**src/dsm_pkg.sv**
```systemverilog
// package: register map, status coil layout, request and answer carriers
package dsm_pkg;

   // register word width and bus address width
   localparam int unsigned DATA_W = 16;
   localparam int unsigned ADDR_W = 16;

   // holding register bus addresses (zero based, one below register number)
   localparam logic [15:0] ADDR_LEGACY_SLOT_A       = 16'h0000;
   localparam logic [15:0] ADDR_LEGACY_SLOT_B       = 16'h0001;
   localparam logic [15:0] ADDR_LEGACY_SLOT_C       = 16'h0002;
   localparam logic [15:0] ADDR_FREE_SLOT_A         = 16'h0003;
   localparam logic [15:0] ADDR_FREE_SLOT_B         = 16'h0004;
   localparam logic [15:0] ADDR_BUS_CONFIGURATION   = 16'h0005;
   localparam logic [15:0] ADDR_LAST_FAULT_CODE     = 16'h0006;
   localparam logic [15:0] ADDR_LAST_ERROR_ADDRESS  = 16'h0007;
   localparam logic [15:0] ADDR_ARRAY_INDEX_POINTER = 16'h0008;
   localparam logic [15:0] ADDR_LANGUAGE_SETTING    = 16'h0009;
   localparam logic [15:0] ADDR_SPEED_UNIT_SETTING  = 16'h0013;
   localparam logic [15:0] ADDR_REGIONAL_SETTING    = 16'h001d;

   // parameter slots: register number = 10 x parameter number
   localparam logic [15:0] PARAM_REG_STRIDE  = 16'h000a;
   localparam int unsigned PARAM_SLOT_BYTES  = 20;
   localparam logic [15:0] REG_NUMBER_OFFSET = 16'h0001;

   // reset values
   localparam logic [15:0] RST_WORD = 16'h0000;

   // bus configuration field: persist stored data values
   localparam int unsigned CFG_PERSIST_BIT = 0;

   // status word bit positions (coil number minus 33)
   localparam int unsigned COIL_BASE          = 33;
   localparam int unsigned SB_CONTROL_READY   = 0;
   localparam int unsigned SB_CONVERTER_READY = 1;
   localparam int unsigned SB_SAFETY_CLOSED   = 2;
   localparam int unsigned SB_ALARM           = 3;
   localparam int unsigned SB_UNUSED_37       = 4;
   localparam int unsigned SB_UNUSED_38       = 5;
   localparam int unsigned SB_UNUSED_39       = 6;
   localparam int unsigned SB_WARNING         = 7;
   localparam int unsigned SB_AT_REFERENCE    = 8;
   localparam int unsigned SB_AUTO_MODE       = 9;
   localparam int unsigned SB_IN_FREQ_RANGE   = 10;
   localparam int unsigned SB_RUNNING         = 11;
   localparam int unsigned SB_UNUSED_45       = 12;
   localparam int unsigned SB_VOLTAGE_WARNING = 13;
   localparam int unsigned SB_CURRENT_LIMIT   = 14;
   localparam int unsigned SB_THERMAL_WARNING = 15;

   // converter condition levels feeding the status word
   typedef struct packed {
      logic control_ready;
      logic converter_ready;
      logic safety_closed;
      logic alarm;
      logic warning;
      logic at_reference;
      logic auto_mode;
      logic running;
      logic voltage_warning;
      logic current_limit;
      logic thermal_warning;
   } dsm_cond_t;

   // holding register request from the telegram decoder
   typedef struct packed {
      logic        write;
      logic [15:0] addr;
      logic [15:0] wdata;
   } dsm_req_t;

   // answer to the telegram decoder
   typedef struct packed {
      logic [15:0] rdata;
      logic        error;
   } dsm_rsp_t;

   // access forwarded to the parameter database
   typedef struct packed {
      logic        write;
      logic [15:0] parameter_number;
      logic [3:0]  word_offset;
      logic [15:0] index;
      logic [15:0] wdata;
   } dsm_par_req_t;

   // answer from the parameter database
   typedef struct packed {
      logic [15:0] rdata;
      logic        denied;
      logic        fault;
      logic [15:0] fault_code;
   } dsm_par_rsp_t;

   // request handling states
   typedef enum logic [1:0] {
      ST_IDLE     = 2'b01,
      ST_PAR_WAIT = 2'b10
   } dsm_state_t;

endpackage

```
**src/dsm_status_word.sv**
```systemverilog
// status word builder: synchronised conditions and frequency range compare
`timescale 1ns/100ps
module dsm_status_word
   import dsm_pkg::*;
(
   // clock and reset
   input  wire logic        sys_clk,
   input  wire logic        rst_n,
   // converter conditions, asynchronous to sys_clk
   input  wire dsm_cond_t   cond,
   // output frequency and configured range, same clock
   input  wire logic [15:0] out_freq,
   input  wire logic [15:0] freq_low,
   input  wire logic [15:0] freq_high,
   // assembled status word, coil 33 in bit 0
   output logic [15:0]      status_word
);

   dsm_cond_t   sync1_reg;
   dsm_cond_t   sync1_next;
   dsm_cond_t   sync2_reg;
   dsm_cond_t   sync2_next;
   logic [15:0] word_reg;
   logic [15:0] word_next;

   // two-stage synchroniser; stage one feeds only stage two
   always_comb
   begin
      sync1_next = cond;
      sync2_next = sync1_reg;
   end

   // word assembly: conditions from the second stage, frequency range straight from the inputs
   always_comb
   begin
      word_next                     = RST_WORD;
      word_next[SB_CONTROL_READY]   = sync2_reg.control_ready;   // [RULE_01]
      word_next[SB_CONVERTER_READY] = sync2_reg.converter_ready; // [RULE_01]
      word_next[SB_SAFETY_CLOSED]   = sync2_reg.safety_closed;   // [RULE_01]
      word_next[SB_ALARM]           = sync2_reg.alarm;           // [RULE_01]
      word_next[SB_WARNING]         = sync2_reg.warning;         // [RULE_01]
      word_next[SB_AT_REFERENCE]    = sync2_reg.at_reference;    // [RULE_01]
      word_next[SB_AUTO_MODE]       = sync2_reg.auto_mode;       // [RULE_01]
      word_next[SB_RUNNING]         = sync2_reg.running;         // [RULE_01]
      word_next[SB_VOLTAGE_WARNING] = sync2_reg.voltage_warning; // [RULE_02]
      word_next[SB_CURRENT_LIMIT]   = sync2_reg.current_limit;   // [RULE_02]
      word_next[SB_THERMAL_WARNING] = sync2_reg.thermal_warning; // [RULE_02]
      // inclusive range; an inverted range never reports in range
      word_next[SB_IN_FREQ_RANGE]   = (out_freq >= freq_low) && (out_freq <= freq_high); // [RULE_03]
      // coils 37, 38, 39 and 45 stay zero from the default above
      word_next[SB_UNUSED_37]       = 1'b0; // [RULE_04]
      word_next[SB_UNUSED_38]       = 1'b0; // [RULE_04]
      word_next[SB_UNUSED_39]       = 1'b0; // [RULE_04]
      word_next[SB_UNUSED_45]       = 1'b0; // [RULE_04]
   end

   // state registers
   always_ff @(posedge sys_clk)
   begin
      if (!rst_n)
      begin
         sync1_reg <= '0;
         sync2_reg <= '0;
         word_reg  <= RST_WORD;
      end
      else
      begin
         sync1_reg <= sync1_next;
         sync2_reg <= sync2_next;
         word_reg  <= word_next;
      end
   end

   assign status_word = word_reg;

endmodule // dsm_status_word

```
**src/dsm_register_map.sv**
```systemverilog
// converter status word and low holding register map for the serial bus slave
//
// Contract
// [RULE_01] Status coils 33, 34, 35, 36, 40, 41, 42 and 44 read one while ready, ready, safety, alarm, warning, reference, auto and running hold.
// [RULE_02] Coils 46, 47 and 48 follow the voltage warning, current limit and thermal warning conditions.
// [RULE_03] Coil 43 reads one only while output frequency lies inside the configured range.
// [RULE_04] Coils 37, 38, 39 and 45 always read zero and any value written to them is dropped.
// [RULE_05] The master sends a bus address one below the register number it means.
// [RULE_06] Bus addresses 0 to 4 are legacy or free slots with no function behind them.
// [RULE_07] Bus address 5 is a read/write bus configuration word that selects persistent storage.
// [RULE_08] Bus address 6 reads back the latest fault code from the parameter database.
// [RULE_09] Bus address 7 reads back the address of the access that last failed.
// [RULE_10] Bus address 8 is a read/write index pointer that selects the array sub-index.
// [RULE_11] A parameter sits at register number ten times its number with its own access rights.
// [RULE_12] Each parameter owns a 20-byte slot, so slots start at bus addresses 9, 19 and 29.
// [RULE_13] The sixteen coils 33 to 48 form the status word sent from slave to master.
// [RULE_14] The master writes the index pointer before touching an array parameter.
`timescale 1ns/100ps
module dsm_register_map
   import dsm_pkg::*;
(
   // clock and reset
   input  wire logic         sys_clk,
   input  wire logic         rst_n,
   // converter conditions and frequency range
   input  wire dsm_cond_t    cond,
   input  wire logic [15:0]  out_freq,
   input  wire logic [15:0]  freq_low,
   input  wire logic [15:0]  freq_high,
   // holding register requests from the telegram decoder
   input  wire logic         req_valid,
   input  wire dsm_req_t     req,
   output logic              req_ready,
   // answers to the telegram decoder
   output logic              rsp_valid,
   output dsm_rsp_t          rsp,
   // parameter database access
   output logic              par_req_valid,
   output dsm_par_req_t      par_req,
   input  wire logic         par_rsp_valid,
   input  wire dsm_par_rsp_t par_rsp,
   // status word and persistence level
   output logic [15:0]       status_word,
   output logic              store_persistent
);

   // slot decode result for a parameter address
   typedef struct packed {
      logic        hit;
      logic [15:0] parameter_number;
      logic [3:0]  word_offset;
   } dsm_slot_t;

   dsm_state_t   state_reg;
   dsm_state_t   state_next;
   logic         ready_reg;
   logic         ready_next;
   logic         rsp_valid_reg;
   logic         rsp_valid_next;
   dsm_rsp_t     rsp_reg;
   dsm_rsp_t     rsp_next;
   logic         par_valid_reg;
   logic         par_valid_next;
   dsm_par_req_t par_reg;
   dsm_par_req_t par_next;
   logic [15:0]  cfg_reg;
   logic [15:0]  cfg_next;
   logic [15:0]  fault_reg;
   logic [15:0]  fault_next;
   logic [15:0]  err_addr_reg;
   logic [15:0]  err_addr_next;
   logic [15:0]  index_reg;
   logic [15:0]  index_next;
   logic [15:0]  pend_addr_reg;
   logic [15:0]  pend_addr_next;
   logic [15:0]  status_word_w;
   logic         persist_reg;
   logic         persist_next;
   dsm_slot_t    slot;
   logic         take;

   // status coils are built in their own module
   dsm_status_word u_status_word (
      .sys_clk     (sys_clk),
      .rst_n       (rst_n),
      .cond        (cond),
      .out_freq    (out_freq),
      .freq_low    (freq_low),
      .freq_high   (freq_high),
      .status_word (status_word_w)
   );

   // bus address to parameter slot; the address already sits one below the register number
   function automatic dsm_slot_t slot_decode(input logic [15:0] addr);
      logic [16:0] reg_number;
      dsm_slot_t   s;
      reg_number         = {1'b0, addr} + {1'b0, REG_NUMBER_OFFSET}; // [RULE_05]
      s.hit              = (addr >= ADDR_LANGUAGE_SETTING);
      // 20-byte slot is ten words: word 0 at 10 x number, so slot k starts at 10k-1
      s.parameter_number = 16'(reg_number / 17'(PARAM_REG_STRIDE)); // [RULE_11] [RULE_12]
      s.word_offset      = 4'(reg_number % 17'(PARAM_REG_STRIDE));  // [RULE_12]
      return s;
   endfunction

   assign slot = slot_decode(req.addr);
   assign take = req_valid && ready_reg;

   // request handling, map decode and register updates
   always_comb
   begin
      state_next     = state_reg;
      ready_next     = ready_reg;
      rsp_valid_next = 1'b0;
      rsp_next       = rsp_reg;
      par_valid_next = 1'b0;
      par_next       = par_reg;
      cfg_next       = cfg_reg;
      fault_next     = fault_reg;
      err_addr_next  = err_addr_reg;
      index_next     = index_reg;
      pend_addr_next = pend_addr_reg;
      persist_next   = cfg_reg[CFG_PERSIST_BIT]; // [RULE_07]
      case (state_reg)
         ST_IDLE:
         begin
            ready_next = 1'b1;
            if (take)
            begin
               rsp_valid_next = 1'b1;
               rsp_next.rdata = RST_WORD;
               rsp_next.error = 1'b0;
               if (req.addr <= ADDR_FREE_SLOT_B)
               begin
                  // legacy and free slots: read zero, writes dropped, no error
                  rsp_next.rdata = RST_WORD; // [RULE_06]
               end
               else if (req.addr == ADDR_BUS_CONFIGURATION)
               begin
                  if (req.write)
                     cfg_next = req.wdata; // [RULE_07]
                  rsp_next.rdata = req.write ? req.wdata : cfg_reg; // [RULE_07]
               end
               else if (req.addr == ADDR_LAST_FAULT_CODE)
               begin
                  // read only: a write is refused and recorded
                  rsp_next.rdata = fault_reg; // [RULE_08]
                  rsp_next.error = req.write;
                  if (req.write)
                     err_addr_next = req.addr; // [RULE_09]
               end
               else if (req.addr == ADDR_LAST_ERROR_ADDRESS)
               begin
                  rsp_next.rdata = err_addr_reg; // [RULE_09]
                  rsp_next.error = req.write;
                  if (req.write)
                     err_addr_next = req.addr; // [RULE_09]
               end
               else if (req.addr == ADDR_ARRAY_INDEX_POINTER)
               begin
                  // pointer holds until rewritten, so it covers all later array accesses
                  if (req.write)
                     index_next = req.wdata; // [RULE_10] [RULE_14]
                  rsp_next.rdata = req.write ? req.wdata : index_reg; // [RULE_10]
               end
               else if (slot.hit)
               begin
                  // access rights belong to the parameter; the database decides
                  rsp_valid_next            = 1'b0;
                  ready_next                = 1'b0;
                  par_valid_next            = 1'b1;
                  par_next.write            = req.write; // [RULE_11]
                  par_next.parameter_number = slot.parameter_number; // [RULE_11]
                  par_next.word_offset      = slot.word_offset; // [RULE_12]
                  par_next.index            = index_reg; // [RULE_10]
                  par_next.wdata            = req.wdata;
                  pend_addr_next            = req.addr;
                  state_next                = ST_PAR_WAIT;
               end
            end
         end
         ST_PAR_WAIT:
         begin
            ready_next = 1'b0;
            // no timeout: the database must always answer
            if (par_rsp_valid)
            begin
               rsp_valid_next = 1'b1;
               rsp_next.rdata = par_rsp.denied ? RST_WORD : par_rsp.rdata; // [RULE_11]
               rsp_next.error = par_rsp.denied || par_rsp.fault; // [RULE_11]
               if (par_rsp.fault)
                  fault_next = par_rsp.fault_code; // [RULE_08]
               if (par_rsp.denied || par_rsp.fault)
                  err_addr_next = pend_addr_reg; // [RULE_09]
               ready_next = 1'b1;
               state_next = ST_IDLE;
            end
         end
         default:
         begin
            state_next = ST_IDLE;
            ready_next = 1'b0;
         end
      endcase
   end

   // state registers
   always_ff @(posedge sys_clk)
   begin
      if (!rst_n)
      begin
         state_reg     <= ST_IDLE;
         ready_reg     <= 1'b0;
         rsp_valid_reg <= 1'b0;
         rsp_reg       <= '0;
         par_valid_reg <= 1'b0;
         par_reg       <= '0;
         cfg_reg       <= RST_WORD;
         fault_reg     <= RST_WORD;
         err_addr_reg  <= RST_WORD;
         index_reg     <= RST_WORD;
         pend_addr_reg <= RST_WORD;
         persist_reg   <= 1'b0;
      end
      else
      begin
         state_reg     <= state_next;
         ready_reg     <= ready_next;
         rsp_valid_reg <= rsp_valid_next;
         rsp_reg       <= rsp_next;
         par_valid_reg <= par_valid_next;
         par_reg       <= par_next;
         cfg_reg       <= cfg_next;
         fault_reg     <= fault_next;
         err_addr_reg  <= err_addr_next;
         index_reg     <= index_next;
         pend_addr_reg <= pend_addr_next;
         persist_reg   <= persist_next;
      end
   end

   // outputs straight from flops
   assign req_ready        = ready_reg;
   assign rsp_valid        = rsp_valid_reg;
   assign rsp              = rsp_reg;
   assign par_req_valid    = par_valid_reg;
   assign par_req          = par_reg;
   assign status_word      = status_word_w; // [RULE_13]
   assign store_persistent = persist_reg;

endmodule // dsm_register_map

```
**config.mk**
```make
export PLATFORM = sky130hd
export DESIGN_NAME = dsm_register_map
export DESIGN_NICKNAME = d
export VERILOG_FILES = /design/src/dsm_pkg.sv /design/src/dsm_status_word.sv /design/src/dsm_register_map.sv
export SDC_FILE = /design/constraint.sdc
export NUM_CORES = 1
export LEC_CHECK = 0
export ABC_AREA = 1
export BUFFER_PORTS_ARGS = -buffer_cell sky130_fd_sc_hd__buf_2
export CELL_PAD_IN_SITES_DETAIL_PLACEMENT = 1
export CELL_PAD_IN_SITES_GLOBAL_PLACEMENT = 2
export CORE_UTILIZATION = 32
export CTS_CLUSTER_SIZE = 12
export DETAILED_ROUTE_END_ITERATION = 7
export PLACE_DENSITY_LB_ADDON = 0.08
export SYNTH_ARGS = -nofsm -noshare
export SYNTH_HDL_FRONTEND = slang
export SYNTH_SLANG_ARGS = --single-unit
```
**constraint.sdc**
```tcl
create_clock -name sys_clk -period 10.06 [get_ports sys_clk]
set_input_delay 1.006 -clock sys_clk [delete_from_list [all_inputs] [get_ports sys_clk]]
set_output_delay 1.006 -clock sys_clk [all_outputs]
set_load 0.01 [all_outputs]
```
==> metrics <==
HPWL Detailed 23300 µm; drt first pass iters 5; Worst Hold Depth 2; Reg2Reg Launch Point state_reg[0]$_SDFFE_PN1P_; height of the die 177 µm; R2R setup slack 6.60 ns; top cells by count, synth nand2_1 (193), dfxtp_1 (188), inv_1 (185); Final Skew 0.00850 ns; CTS buffer count 17; Syn-to-layout area delta 20.2%; Post-CTS Hold Buffers 0; total core area 0.0300 mm²; Residual DRC 0; gr ovfl total 0; top-count cell post-synth nand2_1; Post-synth EDFFs 0; Worst Path Max Fanout 6; Post CTS Setup Buffer Count 0; # rows 63; Lkg Pwr 5.98 nW; WP data arrival 7.29 ns; Initial Util 32.9%; max reg flops 51; register area share after synthesis 38.2%; Hold Path End u_status_word.sync2_reg[4]$_SDFF_PN0_; hold_sp u_status_word.sync1_reg[4]$_SDFF_PN0_; htree depth 4; top cell type by total area after synthesis dfxtp_1; RSZ-0062 raised after global routing no; Synth Instances 1413; CP max-delay cell xor2_1; total number of vias 9733; #FFs+latches synth 188; clock-pin slew on the worst setup and hold paths 0.07 ns; Ys Warns 0; crit-path max cell delay 0.34 ns; drt first-iter violations 489; Netlist cell types 45; Fin Setup TNS 0 ns; FFs w/ async S/R, synth 0%; nets 1759; layout cells sized above 1 21.3%; routability cong. 0.783; Slew HR 18.8%; Synth Cell Area 0.00985 mm²; r2r worst-path depth 9; Worst Path Buf+Inv 6; Area contributors post-synth dfxtp_1 (38%), o21ai_0 (8.9%), a21oi_1 (8.5%); Total GRT Usage 20.6%; HP Class register to register; I/O Buffers 213; number of max-cap violations 0; antenna-violating nets left 0; initial antenna violation count 4; Root Driver clkbuf_16; Critical Path RT 10.40 ns; DIE WIDTH 177 µm; Power, Total 0.00263 W; dominant synthesized flop cell dfxtp_1; largest net degree at the start of global routing 87; fillers 3901; vias in the first global route 9639; Max IR drop VDD 115 µV; Slew Viols, Final 0; Fmax 0.144 GHz; CP startpoint req[16]; count of final setup violators 0; R2R Path End rsp[3]$_SDFFE_PN0P_; PostCTS Resize Cnt 0; IO Count 220; crit path launch type input port; first-pass GRT wire length 51000 µm; worst setup path class input port to register; most used cell, CP nand2_1; crit path capture type register; per-cell routed wire length 16.0 µm; CP top delay family simple AND/OR/NAND/NOR gates; Max clock buf depth 2; share of the synthesized area in the top cell type 38.2%; final worst path period share 69.1%; final hold viol count 0; # clock sinks 188; syn avg cell area 6.97 µm²; clk_lat worst skew 0.45 ns; Worst-Margin Slew 1.21 ns; outcome finished, final reports clean; vias per cell 4.88; Final Critical Period 6.95 ns; final wirelength 31800 µm; Die Area 0.0315 mm²; CTS tree yes; Pwr Density 222 mW/mm²
[stage by stage]
step                      cells  hold WS (ns)  worst slack [ns]  instance area, µm²  util, %
after floorplan            1418         0.390              3.78                9870        -
after global placement     1959         0.392              2.94               11200     37.5
after detailed placement   1959         0.400              2.65               11200     37.5
after CTS                  1991         0.418              3.11               11800     39.5
after global routing       1992         0.435              2.30               11800     39.5
final                      1993         0.413              3.11               11800     39.5
[cells by family (layout without fill, tap and decap cells)]
group           count (synthesis)  after routing  synth area share [%]
compound gates                411            411                  22.5
xor+xnor                       12             12                  1.07
fa+ha+maj                      41             41                  5.21
buf+inv                       285            468                  11.2
flops                         188            188                  38.2
mux                             1              1                 0.114
other cells                     1              8                0.0381
simple gates                  474            474                  21.7
[layer usage]
layer / vias up / routed length [µm] / track usage, %
li1: 4982 / - / -
met1: 4528 / 15800 / 28.7
met2: 207 / 13900 / 31.8
met3: 14 / 1860 / 4.95
met4: 2 / 242 / 4.49
met5: - / 17 / 0
[how the worst max path moves through the flow]
stage	end	slack (ns)	depth (start not counted)
final	par_req[36]$_SDFFE_PN0P_	3.11	56
after detailed placement	par_req[36]$_SDFFE_PN0P_	2.65	56
after global routing	par_req[35]$_SDFFE_PN0P_	2.30	66
after global placement	par_req[36]$_SDFFE_PN0P_	2.94	56
after floorplan	par_req[33]$_SDFFE_PN0P_	3.78	61
after CTS	par_req[36]$_SDFFE_PN0P_	3.11	56
[placed cells by master, fill, tap and decap left out, types with 11 or more instances in the layout]
cell	instances
buf_2	212
nand2_1	193
dfxtp_1	188
inv_1	185
o21ai_0	176
a21oi_1	167
nor2_1	118
nand3_1	81
ha_1	41
nand2_2	35
inv_2	23
o211ai_1	23
a31oi_1	18
clkbuf_16	17
xor2_1	12
o21bai_1	11
buf_4	11
[final cells by class]
cell class / count / area (µm²) / area share (%)
multi-input cells: 945 / 5040 / 42.5
inverters: 213 / 800 / 6.75
clock buffers: 17 / 425 / 3.59
flip-flops and latches: 188 / 3760 / 31.8
well taps: 390 / 488 / 4.12
repair buffers: 223 / 1140 / 9.66
diodes: 2 / 5.00 / 0.0423
clock inverters: 15 / 181 / 1.53
[worst reg2reg max path, stage by stage, from the launching register on]
cell and delay, ns:
dfxtp_1 0.36, inv_1 0.05, ha_1 0.26, inv_1 0.16, or2_2 0.15, nand2_1 0.10, nor2_1 0.92, clkinv_1 0.84
a21oi_1 0.40, a21oi_1 0.10
[power by group]
part	internal [W]	switching [W]	leakage, nW
combinational	0.000343	0.000676	4.15
sequential	0.000852	0.0000481	1.53
clock	0.000376	0.000340	0.292
Power figures use the tool's default switching activity.
